--- src/asc_cfg.svh ---
`ifndef ASC_CFG_SVH
`define ASC_CFG_SVH
// register byte offsets
`define ASC_OFS_DATA 5'h00
`define ASC_OFS_DIV 5'h04
`define ASC_OFS_LCR 5'h08
`define ASC_OFS_MCR 5'h0c
`define ASC_OFS_LSR 5'h10
`define ASC_OFS_MSR 5'h14
// reset values
`define ASC_DIV_RST 16'h0001
`define ASC_LCR_RST 9'h003
`define ASC_MCR_RST 2'h0
// line control fields
`define ASC_LCR_LEN 1:0
`define ASC_LCR_STOP2 2
`define ASC_LCR_PAR 4:3
`define ASC_LCR_PFIX 5
`define ASC_LCR_BRK 6
`define ASC_LCR_EXT 7
`define ASC_LCR_LOOP 8
// modem control fields
`define ASC_MCR_RTS 0
`define ASC_MCR_DTR 1
// line status fields
`define ASC_LSR_RBF 0
`define ASC_LSR_OVR 1
`define ASC_LSR_PERR 2
`define ASC_LSR_FERR 3
`define ASC_LSR_BRK 4
`define ASC_LSR_TBE 5
`define ASC_LSR_TE 6
// modem status fields
`define ASC_MSR_LVL 3:0
`define ASC_MSR_DLT 7:4
// timing counts
`define ASC_PRE_LAST 2'h3
`define ASC_OS_LAST 4'hf
`define ASC_OS_MID 4'h7
// start, stop and length offset of a frame, in bits
`define ASC_BRK_BASE 4'h7
`endif

--- src/asc_pkg.sv ---
package asc_pkg;
   typedef enum logic [2:0] {
      ASC_IDLE = 3'b000,
      ASC_START = 3'b001,
      ASC_DATA = 3'b011,
      ASC_PAR = 3'b010,
      ASC_STOP = 3'b110
   } asc_phase_t;
   typedef enum logic [1:0] {
      ASC_PNONE = 2'h0,
      ASC_PEVEN = 2'h1,
      ASC_PODD = 2'h2,
      ASC_PFIXED = 2'h3
   } asc_par_t;
   typedef struct packed {
      logic [15:0] cnt;
      logic tick;
   } asc_bgen_t;
   typedef struct packed {
      logic waitreq;
      logic [31:0] rdata;
      logic [15:0] div;
      logic [8:0] lcr;
      logic [1:0] mcr;
      logic [2:0] rx_sy;
      logic [2:0] cc_sy;
      logic [3:0][2:0] md_sy;
      logic rx_f;
      logic cc_f;
      logic [3:0] md_f;
      logic [3:0] md_lvl;
      logic [3:0] md_dlt;
      logic [1:0] pre;
      logic bclk;
      asc_phase_t tx_ph;
      logic [7:0] tx_buf;
      logic [7:0] tx_sh;
      logic [3:0] tx_os;
      logic [2:0] tx_cnt;
      logic tx_par;
      logic tx_line;
      logic tx_buffer_empty_flag;
      logic te;
      logic txd;
      asc_phase_t rx_ph;
      logic rx_arm;
      logic [3:0] rx_os;
      logic [2:0] rx_cnt;
      logic [7:0] rx_sh;
      logic rx_par;
      logic [7:0] rx_buf;
      logic rx_done;
      logic rx_buffer_full_flag;
      logic ovr;
      logic perr;
      logic ferr;
      logic brk;
      logic [7:0] brk_cnt;
      logic rts_n;
      logic dtr_n;
      logic [1:0] dma;
   } asc_chan_t;
endpackage : asc_pkg

--- src/asc_baud_gen.sv ---
`timescale 1ns/1ps
`include "asc_cfg.svh"
module asc_baud_gen (
   input wire logic core_clk,
   input wire logic reset,
   input wire logic bclk_tick,
   input wire logic [15:0] divisor,
   output logic os_tick
);
   import asc_pkg::*;
   asc_bgen_t st_reg;
   asc_bgen_t st_next;
   logic [15:0] last;

   // zero is outside the legal range, so it runs as divide by one
   assign last = (divisor == 16'h0000) ? 16'h0000 : divisor - 16'h0001;

   // one oversampling tick per divisor baud input edges
   always_comb begin
      st_next = st_reg;
      st_next.tick = 1'b0;
      if (bclk_tick) begin
         if (st_reg.cnt >= last) begin
            st_next.cnt = 16'h0000;
            st_next.tick = 1'b1;
         end else begin
            st_next.cnt = st_reg.cnt + 16'h0001;
         end
      end
   end

   always_ff @(posedge core_clk) begin
      if (reset) begin
         st_reg <= '0;
      end else begin
         st_reg <= st_next;
      end
   end

   assign os_tick = st_reg.tick;
endmodule : asc_baud_gen

--- src/asc_channel.sv ---
// Decided for this implementation: the Avalon-MM interface to the registers and the placing of the registers.
`timescale 1ns/1ps
`include "asc_cfg.svh"
module asc_channel #(
   parameter bit CHANNEL = 1'b0
) (
   input wire logic core_clk,
   input wire logic reset,
   input wire logic [4:0] avs_address,
   input wire logic avs_read,
   input wire logic avs_write,
   input wire logic [31:0] avs_writedata,
   input wire logic [3:0] avs_byteenable,
   output logic [31:0] avs_readdata,
   output logic avs_waitrequest,
   input wire logic external_comm_clock,
   input wire logic serial_rx_pin,
   output logic serial_tx_pin,
   input wire logic clear_to_send_in_n,
   input wire logic set_ready_in_n,
   input wire logic carrier_detect_in_n,
   input wire logic ring_indicate_in_n,
   output logic request_to_send_out_n,
   output logic terminal_ready_out_n,
   output logic tx_dma_req_0,
   output logic tx_dma_req_1
);
   import asc_pkg::*;
   asc_chan_t st_reg;
   asc_chan_t st_next;
   logic os_tick;
   logic req;
   logic acc;
   logic wr_dat;
   logic rx_end;
   logic [3:0] md_pin;

   // mask of the programmed character length
   function automatic logic [7:0] dmask(input logic [1:0] len);
      dmask = 8'hff >> (2'h3 - len);
   endfunction : dmask

   // parity bit expected for a masked character
   function automatic logic par_bit(input logic [7:0] d, input logic [8:0] lcr);
      case (asc_par_t'(lcr[`ASC_LCR_PAR]))
         ASC_PEVEN: par_bit = ^d;
         ASC_PODD: par_bit = ~^d;
         ASC_PFIXED: par_bit = lcr[`ASC_LCR_PFIX];
         default: par_bit = 1'b1;
      endcase
   endfunction : par_bit

   // index of the last data bit
   function automatic logic [2:0] last_bit(input logic [8:0] lcr);
      last_bit = {1'b0, lcr[`ASC_LCR_LEN]} + 3'h4;
   endfunction : last_bit

   // byte-lane merge for the low half word
   function automatic logic [15:0] mrg(input logic [15:0] o, input logic [31:0] w, input logic [3:0] be);
      mrg = {be[1] ? w[15:8] : o[15:8], be[0] ? w[7:0] : o[7:0]};
   endfunction : mrg

   assign req = avs_read | avs_write;
   // acceptance is the cycle the master sees waitrequest low
   assign acc = req && !st_reg.waitreq;
   assign wr_dat = acc && avs_write && avs_address == `ASC_OFS_DATA && avs_byteenable[0];
   assign rx_end = os_tick && st_reg.rx_ph == ASC_STOP && st_reg.rx_os == `ASC_OS_LAST;
   assign md_pin = {ring_indicate_in_n, carrier_detect_in_n, set_ready_in_n, clear_to_send_in_n};

   asc_baud_gen u_baud (
      .core_clk(core_clk),
      .reset(reset),
      .bclk_tick(st_reg.bclk),
      .divisor(st_reg.div),
      .os_tick(os_tick)
   );

   always_comb begin
      st_next = st_reg;
      st_next.rx_done = 1'b0;
      // three-stage pin filters, a change counts once stages two and three agree
      st_next.rx_sy = {st_reg.rx_sy[1:0], serial_rx_pin};
      st_next.cc_sy = {st_reg.cc_sy[1:0], external_comm_clock};
      if (st_reg.rx_sy[1] == st_reg.rx_sy[2]) begin
         st_next.rx_f = st_reg.rx_sy[2];
      end
      if (st_reg.cc_sy[1] == st_reg.cc_sy[2]) begin
         st_next.cc_f = st_reg.cc_sy[2];
      end
      for (int i = 0; i < 4; i++) begin
         st_next.md_sy[i] = {st_reg.md_sy[i][1:0], md_pin[i]};
         if (st_reg.md_sy[i][1] == st_reg.md_sy[i][2]) begin
            st_next.md_f[i] = st_reg.md_sy[i][2];
         end
      end

      // baud input edge: internal quarter clock or external rising edge
      st_next.pre = st_reg.pre + 2'h1;
      st_next.bclk = st_reg.lcr[`ASC_LCR_EXT] ? (st_next.cc_f && !st_reg.cc_f)
                                             : (st_reg.pre == `ASC_PRE_LAST);

      // bus: read data captured in the first cycle, stands at acceptance
      st_next.waitreq = !(req && st_reg.waitreq);
      if (req && st_reg.waitreq && avs_read) begin
         case (avs_address)
            `ASC_OFS_DATA: st_next.rdata = {24'h000000, st_reg.rx_buf};
            `ASC_OFS_DIV: st_next.rdata = {16'h0000, st_reg.div};
            `ASC_OFS_LCR: st_next.rdata = {23'h000000, st_reg.lcr};
            `ASC_OFS_MCR: st_next.rdata = {30'h00000000, st_reg.mcr};
            `ASC_OFS_LSR: st_next.rdata = {25'h0000000, st_reg.te, st_reg.tx_buffer_empty_flag, st_reg.brk,
                                           st_reg.ferr, st_reg.perr, st_reg.ovr, st_reg.rx_buffer_full_flag};
            `ASC_OFS_MSR: st_next.rdata = {24'h000000, st_reg.md_dlt, ~st_reg.md_lvl};
            default: st_next.rdata = 32'h00000000;
         endcase
      end
      // read side effects clear only what the snapshot showed
      if (acc && avs_read) begin
         if (avs_address == `ASC_OFS_DATA && !st_reg.rx_done) begin
            st_next.rx_buffer_full_flag = 1'b0;
         end
         if (avs_address == `ASC_OFS_LSR) begin
            st_next.ovr = st_reg.ovr & ~st_reg.rdata[`ASC_LSR_OVR];
            st_next.perr = st_reg.perr & ~st_reg.rdata[`ASC_LSR_PERR];
            st_next.ferr = st_reg.ferr & ~st_reg.rdata[`ASC_LSR_FERR];
            st_next.brk = st_reg.brk & ~st_reg.rdata[`ASC_LSR_BRK];
         end
         if (avs_address == `ASC_OFS_MSR) begin
            st_next.md_dlt = st_reg.md_dlt & ~st_reg.rdata[`ASC_MSR_DLT];
         end
      end
      if (acc && avs_write) begin
         case (avs_address)
            `ASC_OFS_DIV: st_next.div = mrg(st_reg.div, avs_writedata, avs_byteenable);
            `ASC_OFS_LCR: st_next.lcr = 9'(mrg({7'h00, st_reg.lcr}, avs_writedata, avs_byteenable));
            `ASC_OFS_MCR: st_next.mcr = avs_byteenable[0] ? avs_writedata[1:0] : st_reg.mcr;
            default: st_next.mcr = st_reg.mcr;
         endcase
      end

      // transmitter, advancing only on oversampling ticks
      unique case (st_reg.tx_ph)
         ASC_IDLE: begin
            // a write in the same cycle holds the load off by one tick
            if (os_tick && !st_reg.tx_buffer_empty_flag && !wr_dat) begin
               st_next.tx_sh = st_reg.tx_buf & dmask(st_reg.lcr[`ASC_LCR_LEN]);
               st_next.tx_par = par_bit(st_reg.tx_buf & dmask(st_reg.lcr[`ASC_LCR_LEN]), st_reg.lcr);
               st_next.tx_buffer_empty_flag = 1'b1;
               st_next.tx_line = 1'b0;
               st_next.tx_os = 4'h0;
               st_next.tx_ph = ASC_START;
            end
         end
         ASC_START, ASC_DATA, ASC_PAR, ASC_STOP: begin
            if (os_tick) begin
               st_next.tx_os = st_reg.tx_os + 4'h1;
            end
            if (os_tick && st_reg.tx_os == `ASC_OS_LAST) begin
               unique case (st_reg.tx_ph)
                  ASC_START: begin
                     st_next.tx_line = st_reg.tx_sh[0];
                     st_next.tx_cnt = 3'h0;
                     st_next.tx_ph = ASC_DATA;
                  end
                  ASC_DATA: begin
                     st_next.tx_sh = st_reg.tx_sh >> 1;
                     if (st_reg.tx_cnt != last_bit(st_reg.lcr)) begin
                        st_next.tx_cnt = st_reg.tx_cnt + 3'h1;
                        st_next.tx_line = st_reg.tx_sh[1];
                     end else if (st_reg.lcr[`ASC_LCR_PAR] != ASC_PNONE) begin
                        st_next.tx_line = st_reg.tx_par;
                        st_next.tx_ph = ASC_PAR;
                     end else begin
                        st_next.tx_line = 1'b1;
                        st_next.tx_cnt = 3'h0;
                        st_next.tx_ph = ASC_STOP;
                     end
                  end
                  ASC_PAR: begin
                     st_next.tx_line = 1'b1;
                     st_next.tx_cnt = 3'h0;
                     st_next.tx_ph = ASC_STOP;
                  end
                  default: begin
                     if (st_reg.lcr[`ASC_LCR_STOP2] && st_reg.tx_cnt == 3'h0) begin
                        st_next.tx_cnt = 3'h1;
                     end else begin
                        st_next.tx_ph = ASC_IDLE;
                        st_next.te = st_reg.tx_buffer_empty_flag;
                     end
                  end
               endcase
            end
         end
         default: st_next.tx_ph = ASC_IDLE;
      endcase
      // a buffer write wins over any flag update above
      if (wr_dat) begin
         st_next.tx_buf = avs_writedata[7:0];
         st_next.tx_buffer_empty_flag = 1'b0;
         st_next.te = 1'b0;
      end
      // break overrides the line without disturbing the sequencer
      st_next.txd = st_next.tx_line & ~st_next.lcr[`ASC_LCR_BRK];
      st_next.dma = CHANNEL ? {1'b0, st_next.tx_buffer_empty_flag} : {st_next.tx_buffer_empty_flag, 1'b0};

      // receiver; re-arming needs a high line so a break gives one frame only
      if (st_reg.rx_f) begin
         st_next.rx_arm = 1'b1;
      end
      unique case (st_reg.rx_ph)
         ASC_IDLE: begin
            if (os_tick && st_reg.rx_arm && !st_reg.rx_f) begin
               st_next.rx_arm = 1'b0;
               st_next.rx_os = 4'h0;
               st_next.rx_ph = ASC_START;
            end
         end
         ASC_START: begin
            if (os_tick) begin
               st_next.rx_os = st_reg.rx_os + 4'h1;
               if (st_reg.rx_os == `ASC_OS_MID) begin
                  st_next.rx_os = 4'h0;
                  st_next.rx_cnt = 3'h0;
                  st_next.rx_ph = st_reg.rx_f ? ASC_IDLE : ASC_DATA;
               end
            end
         end
         ASC_DATA, ASC_PAR, ASC_STOP: begin
            if (os_tick) begin
               st_next.rx_os = st_reg.rx_os + 4'h1;
            end
            // sixteen ticks after the start midpoint lands on each bit midpoint
            if (os_tick && st_reg.rx_os == `ASC_OS_LAST) begin
               unique case (st_reg.rx_ph)
                  ASC_DATA: begin
                     st_next.rx_sh = {st_reg.rx_f, st_reg.rx_sh[7:1]};
                     st_next.rx_cnt = st_reg.rx_cnt + 3'h1;
                     if (st_reg.rx_cnt == last_bit(st_reg.lcr)) begin
                        st_next.rx_ph = (st_reg.lcr[`ASC_LCR_PAR] != ASC_PNONE) ? ASC_PAR : ASC_STOP;
                     end
                  end
                  ASC_PAR: begin
                     st_next.rx_par = st_reg.rx_f;
                     st_next.rx_ph = ASC_STOP;
                  end
                  default: begin
                     st_next.rx_buf = st_reg.rx_sh >> (2'h3 - st_reg.lcr[`ASC_LCR_LEN]);
                     st_next.rx_buffer_full_flag = 1'b1;
                     st_next.rx_done = 1'b1;
                     st_next.ovr = st_next.ovr | st_reg.rx_buffer_full_flag;
                     st_next.ferr = st_next.ferr | !st_reg.rx_f;
                     if (st_reg.lcr[`ASC_LCR_PAR] != ASC_PNONE
                         && st_reg.rx_par != par_bit(st_next.rx_buf, st_reg.lcr)) begin
                        st_next.perr = 1'b1;
                     end
                     st_next.rx_ph = ASC_IDLE;
                  end
               endcase
            end
         end
         default: st_next.rx_ph = ASC_IDLE;
      endcase

      // break: low for more than a whole frame of ticks
      if (os_tick) begin
         if (st_reg.rx_f) begin
            st_next.brk_cnt = 8'h00;
         end else if (st_reg.brk_cnt != 8'hff) begin
            st_next.brk_cnt = st_reg.brk_cnt + 8'h01;
         end
         if (!st_reg.rx_f && st_reg.brk_cnt == {4'h0, 2'h0, st_reg.lcr[`ASC_LCR_LEN]} + {4'h0, `ASC_BRK_BASE}
             + {7'h00, st_reg.lcr[`ASC_LCR_PAR] != ASC_PNONE} + {7'h00, st_reg.lcr[`ASC_LCR_STOP2]} << 4) begin
            st_next.brk = 1'b1;
         end
      end

      // modem lines, pin level kept active low: ri, dcd, dsr, cts
      st_next.rts_n = ~st_reg.mcr[`ASC_MCR_RTS];
      st_next.dtr_n = ~st_reg.mcr[`ASC_MCR_DTR];
      st_next.md_lvl = st_reg.lcr[`ASC_LCR_LOOP] ? {1'b1, st_reg.dtr_n, st_reg.dtr_n, st_reg.rts_n}
                                                : st_reg.md_f;
      st_next.md_dlt = st_next.md_dlt | (st_next.md_lvl ^ st_reg.md_lvl);
   end

   // one register for all channel state except the baud divider count and tick, which u_baud holds
   always_ff @(posedge core_clk) begin
      if (reset) begin
         st_reg <= '0;
         st_reg.waitreq <= 1'b1;
         st_reg.div <= `ASC_DIV_RST;
         st_reg.lcr <= `ASC_LCR_RST;
         st_reg.mcr <= `ASC_MCR_RST;
         st_reg.rx_sy <= 3'h7;
         st_reg.cc_sy <= 3'h0;
         st_reg.md_sy <= 12'hfff;
         st_reg.rx_f <= 1'b1;
         st_reg.md_f <= 4'hf;
         st_reg.md_lvl <= 4'hf;
         st_reg.tx_line <= 1'b1;
         st_reg.txd <= 1'b1;
         st_reg.tx_buffer_empty_flag <= 1'b1;
         st_reg.te <= 1'b1;
         st_reg.rts_n <= 1'b1;
         st_reg.dtr_n <= 1'b1;
         st_reg.dma <= CHANNEL ? 2'h1 : 2'h2;
      end else begin
         st_reg <= st_next;
      end
   end

   assign avs_readdata = st_reg.rdata;
   assign avs_waitrequest = st_reg.waitreq;
   assign serial_tx_pin = st_reg.txd;
   assign request_to_send_out_n = st_reg.rts_n;
   assign terminal_ready_out_n = st_reg.dtr_n;
   assign tx_dma_req_0 = st_reg.dma[0];
   assign tx_dma_req_1 = st_reg.dma[1];
endmodule : asc_channel

--- config.mk ---
export PLATFORM = sky130hd
export DESIGN_NAME = asc_channel
export DESIGN_NICKNAME = d
export VERILOG_FILES = /design/src/asc_pkg.sv /design/src/asc_baud_gen.sv /design/src/asc_channel.sv
export VERILOG_INCLUDE_DIRS = /design/src /design/src/src
export SDC_FILE = /design/constraint.sdc
export NUM_CORES = 1
export LEC_CHECK = 0
export BUFFER_PORTS_ARGS = -buffer_cell sky130_fd_sc_hd__buf_2
export CAP_MARGIN = 10
export CORE_MARGIN = 2
export CORE_UTILIZATION = 29
export DETAILED_ROUTE_END_ITERATION = 8
export GPL_TIMING_DRIVEN = 0
export HOLD_SLACK_MARGIN = 0.06
export PLACE_DENSITY = 0.44
export SLEW_MARGIN = 30
export SYNTH_ARGS = -nofsm -noshare
export SYNTH_HDL_FRONTEND = slang
export SYNTH_SLANG_ARGS = --single-unit
--- constraint.sdc ---
create_clock -name core_clk -period 4.7 [get_ports core_clk]
set_clock_uncertainty 0.2 [all_clocks]
set_input_delay 0.235 -clock core_clk [delete_from_list [all_inputs] [get_ports core_clk]]
set_output_delay 0.235 -clock core_clk [all_outputs]
set_load 0.005 [all_outputs]
==> impl_metrics.ini <==
[logic_synthesis]
yosysWarnings = 0
synth_top_family_by_area = simple AND/OR/NAND/NOR gates
synth_cells = 995
synthSimpleGateAreaFrac = 0.205
avgSynthCellArea_um2 = 8.56
synthFlopType = dfxtp_1
synth_most_common_cell = dfxtp_1
synth-compound-area-share = 0.147
synthMuxAreaShare = 0.0695
synthAdderAreaFrac = 0.0479
synthDistinctLibCells = 66
ys_ff_latch = 171
synthXorXnorAreaFrac = 0.0619
synth_edf_count = 0
synth_area_leaders = dfxtp_1 40%, mux2i_1 5.4%, nor2_1 5.4%
synth.cell_area_um2 = 8520
yosys.area.top_type = dfxtp_1
synthArstFlopShare = 0
yosysTopAreaCellShare = 0.402
synthTopCellsByCount = 171 x dfxtp_1, 122 x nor2_1, 103 x nand2_1
synth-seq-area-share = 0.402

[run_status]
status = completed

[detailed_routing]
vias = 7225
vias_per_cell = 4.80
initialDrtViolationCount = 469
wl_um = 25000
route.detailed.drc = 0
first_pass_iters = 5
detail_route.wl_per_cell_um = 16.6
antenna_left = 0

[timing]
tns_ns = 0
post-route-min-period_ns = 4.34
finalCritPeriodShare = 0.924
rsz0062_at_grt = false
final-max-slew-violation-count = 0
hold_viol = 0
tightest_slew_ns = 0.884
fmax_ghz = 0.230
whs_ns = 0.0602
setup_viol = 0
maxSlewHeadroom = 0.403

[cts]
clkLatencyLatePin_ns = 0.44
cts-root-buf = clkbuf_16
clock-sinks = 171
cts_tree = done
cts-htree-levels = 4
cts_buffers = 17
path_clk_slew_ns = 0.08
clock_path_buffers = 2

[power_and_ir_drop]
vdd_ir_drop_max_mv = 0.236
p_leak_nw = 4.01
p_per_area_nw_per_um2 = 326
power_mw = 3.34

[global_routing]
grt_overflow_total = 0
grt_pass1_wl_um = 39600
grt_max_degree = 20
antenna_found_initial = 0
grt_use_total = 0.167
grt_pass1_vias = 6899

[finish]
drive_gt1_frac = 0.131
fin_cells = 1506
final_core_util = 0.356
area_growth_pct = 20.3
largest_reg_flops = 121
diodes = 0
nNetsFinal = 1192

[die]
rows = 62
io-pin-count = 89
die_w_um = 175
dieArea_um2 = 30800
dieHeight_um = 175
start_util = 0.296
coreArea_um2 = 28800

[critical_path]
cp.required_ns = 4.83
crit_arrival_ns = 4.48
crit_fanout = 10
cp-start-kind = flip-flop
cp-end-kind = flip-flop
critPathKind = reg -> reg

[placement]
place_congestion = 0.803
place_inst = 1445
io_buffer_count = 50
dp_hpwl_um = 18400

[min_path]
min_path_type = in -> reg

[run]
maxCapViolations = 0
-- critical path: stages (launching register included) --
cell and delay, ns:
dfxtp_1 0.30, clkbuf_1 0.22, or4_1 0.53, or3_1 0.43
nor4_4 0.25, nand2_1 0.15, clkbuf_1 0.23, nand2_1 0.11
ha_1 0.25, a21o_1 0.20, a21o_1 0.18, a21oi_1 0.14
o21a_1 0.31, o21ai_1 0.22, clkbuf_2 0.26, a211oi_1 0.27
-- through the flow --
| stage | cell area (um^2) | setup WS, ns |
|---|---|---|
| floorplan | 8580 | 0.969 |
| global placement | 9310 | 0.136 |
| detailed placement | 9320 | 0.135 |
| CTS | 10200 | 0.0814 |
| global route | 10200 | 0.0212 |
| finish | 10200 | 0.359 |
-- layout by cell type (no fill, tap or decap), drive strengths merged, types with 29 or more instances in the layout --
| cell | count |
|---|---|
| mux2i | 46 |
| clkbuf | 63 |
| nand3 | 36 |
| inv | 37 |
| dfxtp | 171 |
| buf | 89 |
| dlygate4sd3 | 29 |
| a21oi | 73 |
| ha | 31 |
| nor2 | 122 |
| nand2 | 103 |
| xnor2 | 32 |
| o21ai | 29 |
-- worst paths after layout --
kind / startpoint / end / slack (ns) / depth (start not counted)
worst max-delay path: st_reg[129] / u_baud.st_reg[16] / 0.36 / 15
worst min-delay path: avs_address[2] / avs_readdata[1] / 0.06 / 3
worst max register to register: st_reg[129] / u_baud.st_reg[16] / 0.36 / 15
worst min register to register: st_next[110] / st_next[111] / 0.21 / 1
-- final cells by class --
cell class / count / area [um^2]
Timing Repair Buffer: 79 / 541
Tap cell: 384 / 480
Sequential cell: 171 / 3420
Inverter: 29 / 109
Clock inverter: 15 / 194
Multi-Input combinational cell: 726 / 4620
Buffer: 85 / 454
Clock buffer: 17 / 425
Fill cell: 3005 / 18500
-- timing repair --
| item | CTS | global route |
|---|---|---|
| endpoints found under the setup margin | 0 | 10 |
| hold endpoints to repair | 44 | 0 |
| hold buffers | 29 | 0 |
| gates resized for setup | 0 | 5 |
| setup buffers | 0 | 0 |
-- cells by family (layout without fill, tap and decap cells) --
| family | Yosys count | count (layout) |
|---|---|---|
| other | 1 | 17 |
| adder cells (fa/ha/maj) | 32 | 32 |
| XOR/XNOR | 57 | 57 |
| buffers and inverters | 114 | 225 |
| multiplexers | 53 | 53 |
| AO/OA/AOI/OAI | 194 | 194 |
| AND/OR/NAND/NOR | 373 | 373 |
| flip-flops | 171 | 171 |
-- routing by layer --
metal	wire length, um	GRT usage	vias to the layer above
met5	0	0	-
met4	289	0.0354	0
met3	737	0.0281	20
met2	12000	0.276	113
met1	12000	0.228	3422
li1	-	-	3670
-- report_power, final --
part	switching (mW)	internal [mW]
Sequential	0.0199	1.49
Combinational	0.223	0.125
Clock	0.716	0.774
(Power assumes the default switching activity.)
